[config.mk]
export PLATFORM = sky130hd
export DESIGN_NAME = rsc_rotator_control_unit
export DESIGN_NICKNAME = d
export VERILOG_FILES = /design/src/rtl/rsc_rotator_control_unit.v
export VERILOG_INCLUDE_DIRS = /design/src /design/src/rtl
export SDC_FILE = /design/constraint.sdc
export NUM_CORES = 1
export LEC_CHECK = 0
export ABC_CLOCK_PERIOD_IN_PS = 8300
export BUFFER_PORTS_ARGS = -buffer_cell sky130_fd_sc_hd__buf_2
export CAP_MARGIN = 15
export CORE_UTILIZATION = 30
export CTS_BUF_LIST = sky130_fd_sc_hd__clkbuf_4
export DETAILED_ROUTE_END_ITERATION = 10
export SLEW_MARGIN = 20
export SYNTH_ARGS = -nofsm -noshare
export SYNTH_HDL_FRONTEND = slang
export SYNTH_SLANG_ARGS = --single-unit
[constraint.sdc]
create_clock -name mclk -period 8.3 [get_ports mclk]
set_clock_uncertainty 0.15 [all_clocks]
set_input_delay 0.415 -clock mclk [delete_from_list [all_inputs] [get_ports mclk]]
set_output_delay 0.415 -clock mclk [all_outputs]
set_load 0.01 [all_outputs]
[src/rtl/rsc_defs.vh]
// Constants for the rotator shift control block
// How it works
// - Code 28 picks outputs by data size: extract at size 0, shift left otherwise
// - Codes 28 and 29 force a zero result when position bits four to zero are zero
// - Code 23 passes the R bus to the shifter when position bits four to zero are zero
// - Code 20 passes the R bus when position and size low bits are both zero
// - Extract codes 0 to 2: shift places the field, secondary gives its length
// - Extract shift bits four to two come from position bits four to two
// - Extract shift bits one and zero come from position bits one and zero
// - Secondary bits 5 and 3..0 come from position low bits plus size minus one
// - Secondary bit four is sum bit five or else sum bit four
// - Codes 20 to 23 rotate left with secondary 3F, shift minus position plus size at 20, minus position at 21 to 23
// - Codes 24 to 26 rotate right with secondary 3F, shift position plus size
// - Codes 27 and 2F take their shift from the zero-byte flags
// - Codes 29 to 2B use primary 3 and shift by minus position
// - Codes 2C to 2E use primary 3, low byte float, shifts C, 8, 18
// - Codes 30 to 37 use zero literal with shifts 0 up to 1C by 4
// - Codes 38 to 3F use one literal with shifts 0, 8, 10 or 18
// - Code 39 forces the literal to all ones
// - Two status bits are produced every microcycle
// - Tests 0,1,2,4,5,6: bit1 is size zero, bit0 is position plus size above 32
// - Tests 3 and 7: bit1 is zero, bit0 is position bit five
// - Leftmost nonzero byte shift bits four and three follow the zero-byte flags
// - Zero literal is zero-extended and rotated right by the shift
// - One literal is one-extended and rotated when secondary bit four is high
// - Low byte float drives bits 31 to 8 zero and floats bits 7 to 0
`ifndef RSC_DEFS_VH
`define RSC_DEFS_VH
`define RSC_PRI_EXT_MR   2'h0
`define RSC_PRI_EXT_MM   2'h1
`define RSC_PRI_EXT_RR   2'h2
`define RSC_PRI_SEC      2'h3
`define RSC_SEC_ALL      6'h3f
`define RSC_SEC_EXT_SZ0  6'h34
`define RSC_SEC_SHIFT_LEFT_R_SOURCE    6'h34
`define RSC_SEC_SHIFT_LEFT_M_SOURCE    6'h35
`define RSC_SEC_SHIFT_RIGHT_M_SOURCE    6'h3c
`define RSC_SEC_ZLIT_3   6'h37
`define RSC_SEC_ZLIT_2   6'h27
`define RSC_SEC_ZLIT_0   6'h07
`define RSC_SEC_OLIT_3   6'h36
`define RSC_SEC_OLIT_2   6'h26
`define RSC_SEC_OLIT_0   6'h06
`define RSC_SEC_LBF_1    6'h12
`define RSC_SEC_LBF_3    6'h32
`define RSC_SEC_LBF_0    6'h02
`define RSC_SEC_NONE     6'h00
`define RSC_SEC_LEN_MSB  4
`define RSC_SEC_LIT_EXT  4
`define RSC_SEC_TYPE_ZLIT 4'h7
`define RSC_SEC_TYPE_OLIT 4'h6
`define RSC_SEC_TYPE_LBF  4'h2
`define RSC_SHF_ZERO     5'h00
`define RSC_SHF_1F       5'h1f
`define RSC_SHF_1E       5'h1e
`define RSC_SHF_1D       5'h1d
`define RSC_SHF_04       5'h04
`define RSC_SHF_08       5'h08
`define RSC_SHF_0C       5'h0c
`define RSC_SHF_10       5'h10
`define RSC_SHF_14       5'h14
`define RSC_SHF_18       5'h18
`define RSC_SHF_1C       5'h1c
`define RSC_NIB_3        2'h3
`define RSC_NIB_2        2'h2
`define RSC_NIB_1        2'h1
`define RSC_NIB_0        2'h0
`define RSC_FIELD_LIMIT  7'h20
`define RSC_LATCH_RESET  6'h00
`define RSC_ROT_XZ_MR    6'h00
`define RSC_ROT_XZ_MM    6'h01
`define RSC_ROT_XZ_RR    6'h02
`define RSC_ROT_RL_PS    6'h20
`define RSC_ROT_RL_MM    6'h21
`define RSC_ROT_RL_RR    6'h22
`define RSC_ROT_RL_RM    6'h23
`define RSC_ROT_RR_MR    6'h24
`define RSC_ROT_RR_MM    6'h25
`define RSC_ROT_RR_RR    6'h26
`define RSC_ROT_LMNZ     6'h27
`define RSC_ROT_SHIFT_LEFT_R_SOURCE    6'h28
`define RSC_ROT_SHIFT_LEFT_M_SOURCE    6'h29
`define RSC_ROT_SHIFT_RIGHT_M_SOURCE    6'h2a
`define RSC_ROT_ZLIT_PL  6'h2b
`define RSC_ROT_LBF_C    6'h2c
`define RSC_ROT_LBF_8    6'h2d
`define RSC_ROT_LBF_18   6'h2e
`define RSC_ROT_LBF_NZ   6'h2f
`define RSC_ROT_ZLIT_LO  6'h30
`define RSC_ROT_ZLIT_HI  6'h37
`define RSC_ROT_OLIT_LO  6'h38
`define RSC_ROT_ALL_ONES_CONSTANT   6'h39
`define RSC_ROT_OLIT_HI  6'h3f
`define RSC_ST_PL5_A     6'h03
`define RSC_ST_PL5_B     6'h07
`endif

[src/rtl/rsc_rotator_control_unit.v]
// Rotator shift control: function decode, extract field encoding and status
`timescale 1ns/1ps
`default_nettype none
`include "rsc_defs.vh"

module rsc_rotator_control_unit #(
	parameter LIT_W = 9
) (
	input  wire             mclk,
	input  wire             rst_n,
	input  wire             load_position,
	input  wire [5:0]       position_in,
	input  wire             load_size,
	input  wire [5:0]       size_in,
	input  wire [5:0]       rotate_function_code,
	input  wire [5:0]       status_test_select,
	input  wire [1:0]       data_size,
	input  wire [3:0]       zero_byte_flags,
	input  wire [LIT_W-1:0] microword_literal,
	output reg  [1:0]       primary_function_sel,
	output reg  [5:0]       secondary_function_sel,
	output reg  [4:0]       shift_amount_out,
	output reg              force_zero_result,
	output reg              pass_r_source,
	output wire [LIT_W-1:0] literal_to_slice,
	output reg  [31:0]      literal_word,
	output wire             shifter_high_zero,
	output wire             shifter_low_oe_n,
	output reg  [1:0]       rotator_status_out,
	output wire [5:0]       position_latch,
	output wire [5:0]       size_latch
);

	// ------------------------------------------------------------
	// Position and size latches
	// ------------------------------------------------------------
	reg  [5:0] pos_q;
	reg  [5:0] size_q;
	wire [5:0] next_pos;
	wire [5:0] next_size;

	// Latches change only on a load strobe; reset clears both to zero
	assign next_pos  = load_position ? position_in : pos_q;
	assign next_size = load_size ? size_in : size_q;

	always @(posedge mclk or negedge rst_n) begin
		if (!rst_n) begin
			pos_q  <= `RSC_LATCH_RESET;
			size_q <= `RSC_LATCH_RESET;
		end else begin
			pos_q  <= next_pos;
			size_q <= next_size;
		end
	end

	assign position_latch = pos_q;
	assign size_latch     = size_q;

	// ------------------------------------------------------------
	// Derived arithmetic
	// ------------------------------------------------------------
	wire [6:0] field_sum;
	wire [5:0] ext_sec;
	wire [4:0] pos_plus_size;
	wire [4:0] neg_pos;
	wire [4:0] neg_pos_size;
	wire [4:0] nz_byte_shf;
	reg  [1:0] nz_nib;
	wire       pos_low_zero;
	wire       size_low_zero;
	wire [6:0] status_sum;

	// position low bits plus size minus one
	assign field_sum = {5'h00, pos_q[1:0]} + {1'b0, size_q} - 7'h01;
	assign ext_sec = {field_sum[5], field_sum[5] | field_sum[4], field_sum[3:0]};

	// Minus shifts wrap modulo 32, which is the rotator's own range
	assign pos_plus_size = pos_q[4:0] + size_q[4:0];
	assign neg_pos       = 5'h00 - pos_q[4:0];
	assign neg_pos_size  = 5'h00 - pos_plus_size;
	assign pos_low_zero  = (pos_q[4:0] == 5'h00);
	assign size_low_zero = (size_q[4:0] == 5'h00);

	// ------------------------------------------------------------
	// Leftmost nonzero byte
	// ------------------------------------------------------------
	// first clear flag from the top wins
	always @* begin
		if (!zero_byte_flags[3])
			nz_nib = `RSC_NIB_3;
		else if (!zero_byte_flags[2])
			nz_nib = `RSC_NIB_2;
		else if (!zero_byte_flags[1])
			nz_nib = `RSC_NIB_1;
		else
			nz_nib = `RSC_NIB_0;
	end
	assign nz_byte_shf = {nz_nib, 3'b000};

	// ------------------------------------------------------------
	// Rotate function decode
	// ------------------------------------------------------------
	// purely combinational decode
	always @* begin
		primary_function_sel   = `RSC_PRI_SEC;
		secondary_function_sel = `RSC_SEC_NONE;
		shift_amount_out       = `RSC_SHF_ZERO;
		force_zero_result      = 1'b0;
		pass_r_source          = 1'b0;
		// Codes 03 to 1F fall through to the defaults: primary 3, no secondary
		case (rotate_function_code)
		`RSC_ROT_XZ_MR, `RSC_ROT_XZ_MM, `RSC_ROT_XZ_RR: begin
			primary_function_sel   = rotate_function_code[1:0];
			secondary_function_sel = ext_sec;
			shift_amount_out[4:2]  = pos_q[4:2];
			// final bit shift for the arithmetic slice
			shift_amount_out[1:0]  = pos_q[1:0];
		end
		// rotate left by position plus size
		`RSC_ROT_RL_PS: begin
			primary_function_sel   = `RSC_PRI_EXT_MR;
			secondary_function_sel = `RSC_SEC_ALL;
			shift_amount_out       = neg_pos_size;
			pass_r_source          = pos_low_zero & size_low_zero;
		end
		`RSC_ROT_RL_MM, `RSC_ROT_RL_RR, `RSC_ROT_RL_RM: begin
			primary_function_sel   = (rotate_function_code == `RSC_ROT_RL_RR) ?
				`RSC_PRI_EXT_RR : (rotate_function_code == `RSC_ROT_RL_MM) ?
				`RSC_PRI_EXT_MM : `RSC_PRI_EXT_MR;
			secondary_function_sel = `RSC_SEC_ALL;
			shift_amount_out       = neg_pos;
			pass_r_source          = (rotate_function_code == `RSC_ROT_RL_RM) & pos_low_zero;
		end
		// rotate right by position plus size
		`RSC_ROT_RR_MR, `RSC_ROT_RR_MM, `RSC_ROT_RR_RR: begin
			primary_function_sel   = rotate_function_code[1:0];
			secondary_function_sel = `RSC_SEC_ALL;
			shift_amount_out       = pos_plus_size;
		end
		// leftmost nonzero byte to low byte
		`RSC_ROT_LMNZ: begin
			primary_function_sel   = `RSC_PRI_EXT_MM;
			secondary_function_sel = `RSC_SEC_ALL;
			shift_amount_out       = nz_byte_shf;
		end
		// shift left R by data size
		`RSC_ROT_SHIFT_LEFT_R_SOURCE: begin
			force_zero_result = pos_low_zero;
			// Byte size turns this into an extract of the low byte
			case (data_size)
			2'h0: begin
				primary_function_sel   = `RSC_PRI_EXT_RR;
				secondary_function_sel = `RSC_SEC_EXT_SZ0;
				shift_amount_out       = `RSC_SHF_ZERO;
			end
			2'h1: begin
				secondary_function_sel = `RSC_SEC_SHIFT_LEFT_R_SOURCE;
				shift_amount_out       = `RSC_SHF_1F;
			end
			2'h2: begin
				secondary_function_sel = `RSC_SEC_SHIFT_LEFT_R_SOURCE;
				shift_amount_out       = `RSC_SHF_1E;
			end
			default: begin
				secondary_function_sel = `RSC_SEC_SHIFT_LEFT_R_SOURCE;
				shift_amount_out       = `RSC_SHF_1D;
			end
			endcase
		end
		`RSC_ROT_SHIFT_LEFT_M_SOURCE: begin
			secondary_function_sel = `RSC_SEC_SHIFT_LEFT_M_SOURCE;
			shift_amount_out       = neg_pos;
			force_zero_result      = pos_low_zero;
		end
		`RSC_ROT_SHIFT_RIGHT_M_SOURCE: begin
			secondary_function_sel = `RSC_SEC_SHIFT_RIGHT_M_SOURCE;
			shift_amount_out       = neg_pos;
		end
		`RSC_ROT_ZLIT_PL: begin
			secondary_function_sel = `RSC_SEC_ZLIT_3;
			shift_amount_out       = neg_pos;
		end
		`RSC_ROT_LBF_C: begin
			secondary_function_sel = `RSC_SEC_LBF_1;
			shift_amount_out       = `RSC_SHF_0C;
		end
		`RSC_ROT_LBF_8: begin
			secondary_function_sel = `RSC_SEC_LBF_1;
			shift_amount_out       = `RSC_SHF_08;
		end
		`RSC_ROT_LBF_18: begin
			secondary_function_sel = `RSC_SEC_LBF_3;
			shift_amount_out       = `RSC_SHF_18;
		end
		`RSC_ROT_LBF_NZ: begin
			secondary_function_sel = `RSC_SEC_LBF_0;
			shift_amount_out       = nz_byte_shf;
		end
		default: begin
			if (rotate_function_code >= `RSC_ROT_ZLIT_LO &&
			    rotate_function_code <= `RSC_ROT_ZLIT_HI) begin
				shift_amount_out = {rotate_function_code[2:0], 2'b00};
				case (rotate_function_code[2:0])
				3'h0, 3'h4: secondary_function_sel = `RSC_SEC_ZLIT_0;
				3'h5:       secondary_function_sel = `RSC_SEC_ZLIT_2;
				default:    secondary_function_sel = `RSC_SEC_ZLIT_3;
				endcase
			end else if (rotate_function_code >= `RSC_ROT_OLIT_LO) begin
				// one literal, byte placements on even codes
				shift_amount_out = rotate_function_code[0] ? `RSC_SHF_ZERO :
					{rotate_function_code[2:1], 3'b000};
				case (rotate_function_code[2:0])
				3'h1:             secondary_function_sel = `RSC_SEC_OLIT_3;
				3'h2, 3'h3, 3'h6: secondary_function_sel = `RSC_SEC_OLIT_2;
				default:          secondary_function_sel = `RSC_SEC_OLIT_0;
				endcase
			end
		end
		endcase
	end

	// ------------------------------------------------------------
	// Literal and low byte handling
	// ------------------------------------------------------------
	wire        lit_ones_sel;
	wire        zero_extended_literal_sel;
	wire        lbf_sel;
	wire [63:0] lit_doubled;
	wire [31:0] lit_ext;

	// Forcing here lets the one-extend path also make the all-ones constant
	// minus one forces the literal high
	assign literal_to_slice = (rotate_function_code == `RSC_ROT_ALL_ONES_CONSTANT) ?
		{LIT_W{1'b1}} : microword_literal;

	assign zero_extended_literal_sel = (primary_function_sel == `RSC_PRI_SEC) &&
		(secondary_function_sel[3:0] == `RSC_SEC_TYPE_ZLIT);
	assign lit_ones_sel = (primary_function_sel == `RSC_PRI_SEC) &&
		(secondary_function_sel[3:0] == `RSC_SEC_TYPE_OLIT);
	assign lbf_sel      = (primary_function_sel == `RSC_PRI_SEC) &&
		(secondary_function_sel[3:0] == `RSC_SEC_TYPE_LBF);

	// Extension is chosen ahead of the rotation so no process reads its own output
	// The literal fills the low bits; the upper bits follow the extension
	assign lit_ext = lit_ones_sel ?
		{{(32-LIT_W){1'b1}}, literal_to_slice} :
		{{(32-LIT_W){1'b0}}, literal_to_slice};

	// Rotation done on a doubled word so no wrap logic is needed
	assign lit_doubled = {lit_ext, lit_ext} >> shift_amount_out;

	always @* begin
		literal_word = 32'h0000_0000;
		if (zero_extended_literal_sel) begin
			literal_word = lit_doubled[31:0];
		end else if (lit_ones_sel) begin
			// one-extend and rotate, or all ones
			literal_word = secondary_function_sel[`RSC_SEC_LIT_EXT] ?
				lit_doubled[31:0] : 32'hffff_ffff;
		end
	end

	// The low byte enable is active low: high means the byte is released
	// upper bits zero, low byte released
	assign shifter_high_zero = lbf_sel;
	assign shifter_low_oe_n  = lbf_sel;

	// ------------------------------------------------------------
	// Microbranch status
	// ------------------------------------------------------------
	assign status_sum = {2'b00, pos_q[4:0]} + {1'b0, size_q};

	// Codes above seven belong to other tests and read back as zero
	// both bits valid every microcycle
	always @* begin
		rotator_status_out = 2'b00;
		if (status_test_select[5:3] == 3'b000) begin
			if (status_test_select == `RSC_ST_PL5_A || status_test_select == `RSC_ST_PL5_B) begin
				rotator_status_out = {1'b0, pos_q[5]};
			end else begin
				rotator_status_out = {size_q == 6'h00, status_sum > `RSC_FIELD_LIMIT};
			end
		end
	end

endmodule // rsc_rotator_control_unit
`default_nettype wire

# Word-level counts from Yosys, hierarchy flattened
# Index checks and enable logic that the tools add are counted.
totals:
  reg_bits: 12
  inputBits: 43
classes:
  addsub: 6
  order_cmp: 4
  n_eq_ne: 33
  n_shift: 1
  n_mux: 26
  bitwise_logic: 3
  reduce_logical: 23
ops:
  columns: ["operator", "count"]
  rows:
  - ["$mux W32", 4]
  - ["$eq A6 B6 Y1 const B", 17]
  - ["$shr A64 B5 Y32", 1]
  - ["$pmux W6 S9", 1]
  - ["$pmux W5 S9", 1]
  - ["$pmux W6 S2", 2]
  - ["$mux W5", 3]
  - ["$pmux W5 S3", 1]
  - ["$eq A6 B2 Y1 const B", 2]
  - ["$ge A6 B6 Y1 const B", 2]
  - ["$logic_not A6 Y1", 2]
  - ["$mux W6", 2]
  - ["$reduce_or A3 Y1", 4]
  - ["$reduce_or A6 Y1", 2]
  - ["$logic_not A5 Y1", 2]
  - ["$mux W2", 5]
  - ["$pmux W2 S5", 1]
  - ["$sub A1 B5 Y5 const A", 2]
  - ["$eq A3 B3 Y1 const B", 3]
  - ["$mux W9", 1]
  - ["$eq A4 B3 Y1 const B", 2]
  - ["$reduce_or A2 Y1", 4]
  - ["$reduce_or A8 Y1", 1]
  - ["$add A5 B6 Y7", 1]
  - ["other kinds (20)", 30]

# Longest topological paths before layout
logic_depth:
  ltp_word: 13
  mapped_depth: 18

# Worst setup path after synthesis
# Ideal clock, no wire load.
synth_timing:
  path_type: "input to output"
  startpoint: "input port rotate_function_code[1]"
  endpoint: "output port literal_word[22]"
  arrival_time_ps: 3610
  setup_slack_ps: 4125
  path_stages: 17
  path_buffers: 5
  cell_sequence: "buf_2 buf_4 nor2_1 or3_1 clkbuf_1 nor2_1 a21oi_1 ha_1 nor4bb_1 mux2_2 a221o_1 buf_4 buf_6 nor2_1 mux2i_1 or3_1 a221oi_1"
synth_lines:
  columns: ["item", "line", "text"]
  rows:
  - ["from (decl)", "rsc_rotator_control_unit.v:15", "input wire [5:0] rotate_function_code,"]
  - ["$ge A6 B6 Y1 (no source line) / $le A6 B6 Y1 (equally long branches)", null, null]
  - ["$mux W5 / $logic_and A1 B1 Y1 (equally long branches)", null, null]
  - ["$mux W5", "rsc_rotator_control_unit.v:200", "if (rotate_function_code >= `RSC_ROT_ZLIT_LO &&"]
  - ["$pmux W5 S9 *", "rsc_rotator_control_unit.v:111", "case (rotate_function_code)"]
  - ["via shift_amount_out[1]", "rsc_rotator_control_unit.v:22", "output reg [4:0] shift_amount_out,"]
  - ["$shr A64 B5 Y32 *", "rsc_rotator_control_unit.v:250", "assign lit_doubled = {lit_ext, lit_ext} >> shift_amount_out;"]
  - ["$mux W32", "rsc_rotator_control_unit.v:258", "literal_word = secondary_function_sel[`RSC_SEC_LIT_EXT] ?"]
  - ["$mux W32", "rsc_rotator_control_unit.v:256", "end else if (lit_ones_sel) begin"]
  - ["$mux W32 *", "rsc_rotator_control_unit.v:254", "if (zero_extended_literal_sel) begin"]
  - ["to (decl)", "rsc_rotator_control_unit.v:26", "output reg [31:0] literal_word,"]
# Mark *: on every way through the listed nets, which the timed path passes. The rest lies on a longest branch.

# Final worst setup path
layout_timing:
  startpoint: "input port rotate_function_code[5]"
  endpoint: "output port literal_word[22]"
layout_via:
  elab_chain_len: 11
layout_rtl:
  columns: ["item", "line", "text"]
  rows:
  - ["$ge A6 B6 Y1 (no source line) (tied with other cells)", null, null]
  - ["$mux W6 (tied with other cells)", "rsc_rotator_control_unit.v:208", "end else if (rotate_function_code >= `RSC_ROT_OLIT_LO) begin"]
  - ["$mux W6 / $mux W2 (equally long branches)", null, null]
  - ["$pmux W6 S9 / $pmux W2 S5 (equally long branches)", "rsc_rotator_control_unit.v:111", null]
  - ["$eq A4 B3 Y1 (no source line) / $eq A2 B2 Y1 (equally long branches)", null, null]
  - ["$logic_and A1 B1 Y1", "rsc_rotator_control_unit.v:238", "assign lit_ones_sel = (primary_function_sel == `RSC_PRI_SEC) &&"]
  - ["$mux W32", "rsc_rotator_control_unit.v:245", "assign lit_ext = lit_ones_sel ?"]
  - ["$shr A64 B5 Y32", "rsc_rotator_control_unit.v:250", null]
  - ["$mux W32", "rsc_rotator_control_unit.v:258", null]
  - ["$mux W32", "rsc_rotator_control_unit.v:256", null]
  - ["$mux W32 *", "rsc_rotator_control_unit.v:254", null]
# Every way passes the cells marked *; elsewhere a longest branch is shown, timed or not.

==> results.toml <==
[setup_path]
slowest_delay_ns = 0.51
rr_worst_depth = 1
cp_slowest_cell = "or3_1"
worstPathMaxFanout = 21
endpoint_kind = "output pin"
worstPathCellList = "buf_2, nand2b_1, or3_1, nand2_1, o21ai_0, ha_1, nor4bb_1, mux2_2, a221o_1, mux2i_1, mux2i_1, or3_1, a221oi_1, buf_2"
rrSetupSlack_ns = 7.26
worst_ep_required_time_ns = 7.74
critPathArrivalTime_ns = 4.36
cp-start-kind = "input port"
crit_type = "in -> out"

[power_and_ir_drop]
ir_drop_mv = 0.0710
leakagePower_uw = 0.00169
power.density_nw_per_um2 = 114

[final_layout]
area_growth_pct = 20.0
regArea_sq_um = 300
nets = 575
final_cells = 640
drive_gt1_share_pct = 27.4
antennaDiodeCount = 0
fill_cells = 1029
multi_input_area_sq_um = 2340

[min_path]
hold-path-cell-count = 3
hold_class = "in -> reg"

[place]
io_buffers = 112
pre_cts_ws_ns = 3.47
hpwlAfterDp_microns = 7740
gp_congestion = 0.899
place_inst = 636

[route]
wl_microns = 9890
drt-pass1-iter-count = 5
ant_nets = 0
dr.first_iter.drc_count = 274
wl_per_cell_microns = 15.5
vias_per_cell = 5.53
post-route-drc-count = 0
vias = 3538

[run]
drv_cap = 0

[synthesis]
netlist.area_leader.share_pct = 10.2
ys_seq_area_share_pct = 10.2
synth_area_sq_um = 2950
netlist.top_cell.by_area = "dfrtp_1"
ys_ff_latch = 12
synth_edf_count = 0
synthesis.nets = 487
ys_warn_count = 0
synth_area_leaders = "dfrtp_1 (10%), ha_1 (7.2%), mux2i_1 (6.8%)"
syn_area_per_cell_sq_um = 6.94
synthDistinctLibCells = 72
synthCells = 425
yosys_most_used_dff = "dfrtp_1"
async_flop_share_pct = 100

[run_status]
status = "completed"

[cts]
clock-sinks = 12
worst_skew_pair.late_latency_ns = 0.27
htree_levels = 1
cts-root-buf = "clkbuf_4"
hold_buffers = 1
clockBufferDepth = 2
ctsResizeCount = 0
cts_setup_buffers = 0
clk_pin_slew_worst_paths_ns = 0.08
cts_buffers = 3
cts_tree = "done"

[timing]
slew_headroom_pct = 49.0
rsz0062_at_grt = "false"
setup_violations = 0
hold_viol_final = 0
finalMaxSlewViolations = 0
fin_ws_ns = 3.38
worst_pin_slew_ns = 0.765
max_freq_mhz = 203
fin_crit_sh_pct = 59.3
fin_crit_ns = 4.92
tns_ns = 0

[floorplanning]
die_area_sq_um = 10200
die_h_microns = 101
die_x_microns = 101
core_area_sq_um = 9370
row_count = 35
ioPinCount = 115
start_util_pct = 31.5

[global_route]
antenna_found_initial = 0
grt_pass1_vias = 3261
grt_max_degree = 24
grtUsageTotal_pct = 19.3
grt_overflow = 0
grt_pass1_wl_microns = 16100
[registers in the layout (all words and copies together), names as in the netlist]
name,cells
position_latch,6
size_latch,6
[final timing paths]
kind | endpoint | start
min reg2reg | position_latch[5] | position_latch[5]
min in group asynchronous | position_latch[3] | rst_n
max in group asynchronous | size_latch[3] | rst_n
max | literal_word[22] | rotate_function_code[5]
max reg2reg | position_latch[3] | position_latch[3]
min | position_latch[0] | position_in[0]
[cells in the final DEF (no fill, tap or decap), types with 3 or more instances in the layout]
master    Yosys  routed
a21oi_1      34      34
dfrtp_1      12      12
xor2_1        4       4
inv_2         3       3
nor2_1       46      46
a211oi_1     10      10
o21ai_0      20      20
clkbuf_4      0       3
buf_2        10     112
nand2b_1      8       8
a211oi_2      3       3
nor3b_1       4       4
or3_1         7       7
inv_1        35      35
and2_1        4       4
xnor2_1       4       4
o21a_1        4       4
o22ai_1       7       7
o211ai_1      4       4
nand4_1       3       3
nand3_1       7       7
o21bai_1      3       3
nor3_1       19      19
a31oi_1      13      13
o31ai_1       3       3
mux2_2        5       5
nand2_1      44      44
mux2i_1      20      20
ha_1         17      17
[per-layer routing]
metal | wire length [microns] | vias to the layer above | global-route usage [%]
li1 | - | 1722 | -
met1 | 4470 | 1640 | 27.1
met2 | 4640 | 166 | 32.0
met3 | 703 | 10 | 2.43
met4 | 75 | 0 | 2.90
met5 | 0 | - | 0
[worst max-delay path, delay by kind of cell]
family / cells / cell delay [ns]
compound gates: 3 / 0.92
fa+ha+maj: 1 / 0.30
buf+inv: 2 / 0.49
mux: 3 / 0.68
simple gates: 5 / 1.54
[where the power goes]
group	switching, uW	leakage (uW)	internal, uW	total (uW)
Sequential	9.40	0.000144	63.9	73.3
Clock	18.1	0.0000138	16.8	34.9
Combinational	185	0.00153	112	297
Total	213	0.00169	192	405
[cells by family (layout without fill, tap and decap cells)]
group | Yosys count | count (layout) | synth area share [%]
simple gates | 160 | 160 | 27.0
compound gates | 132 | 132 | 32.4
buf+inv | 68 | 154 | 10.4
mux | 25 | 25 | 8.70
fa+ha+maj | 20 | 20 | 8.91
flops | 12 | 12 | 10.2
xor+xnor | 8 | 8 | 2.38
[Yosys cell counts (all sizes together), types with 3 or more instances]
cell / n
nor2: 47
or3: 7
o21a: 4
o21bai: 4
a211oi: 13
and2: 4
nor4b: 3
a31oi: 13
mux2: 5
nand2b: 8
nor3: 19
nand3: 7
nand4: 3
clkbuf: 11
mux2i: 20
buf: 19
a21oi: 34
inv: 38
o22ai: 7
xnor2: 4
o21ai: 22
o31ai: 4
nand2: 44
o32ai: 4
xor2: 4
ha: 17
o211ai: 6
nor3b: 4
dfrtp: 12
nor4: 3
[metrics by stage]
step / power, uW / util, % / hold WS, ns / cell area [sq um]
detailed placement: 367 / 37.4 / 0.157 / 3510
global route: 443 / 37.8 / 0.196 / 3540
CTS: 403 / 37.8 / 0.195 / 3540
floorplan: 281 / - / -0.0306 / 2950
finish: 405 / 37.8 / 0.197 / 3540
global placement: 363 / 37.4 / 0.152 / 3510
[area by class of cell]
cell class	count	area share (%)
Tap cell	129	4.56
Sequential cell	12	8.49
Clock buffer	3	0.636
Timing Repair Buffer	113	16.1
Multi-Input combinational cell	345	66.2
Inverter	38	4.03
Power figures use the tool's default switching activity.
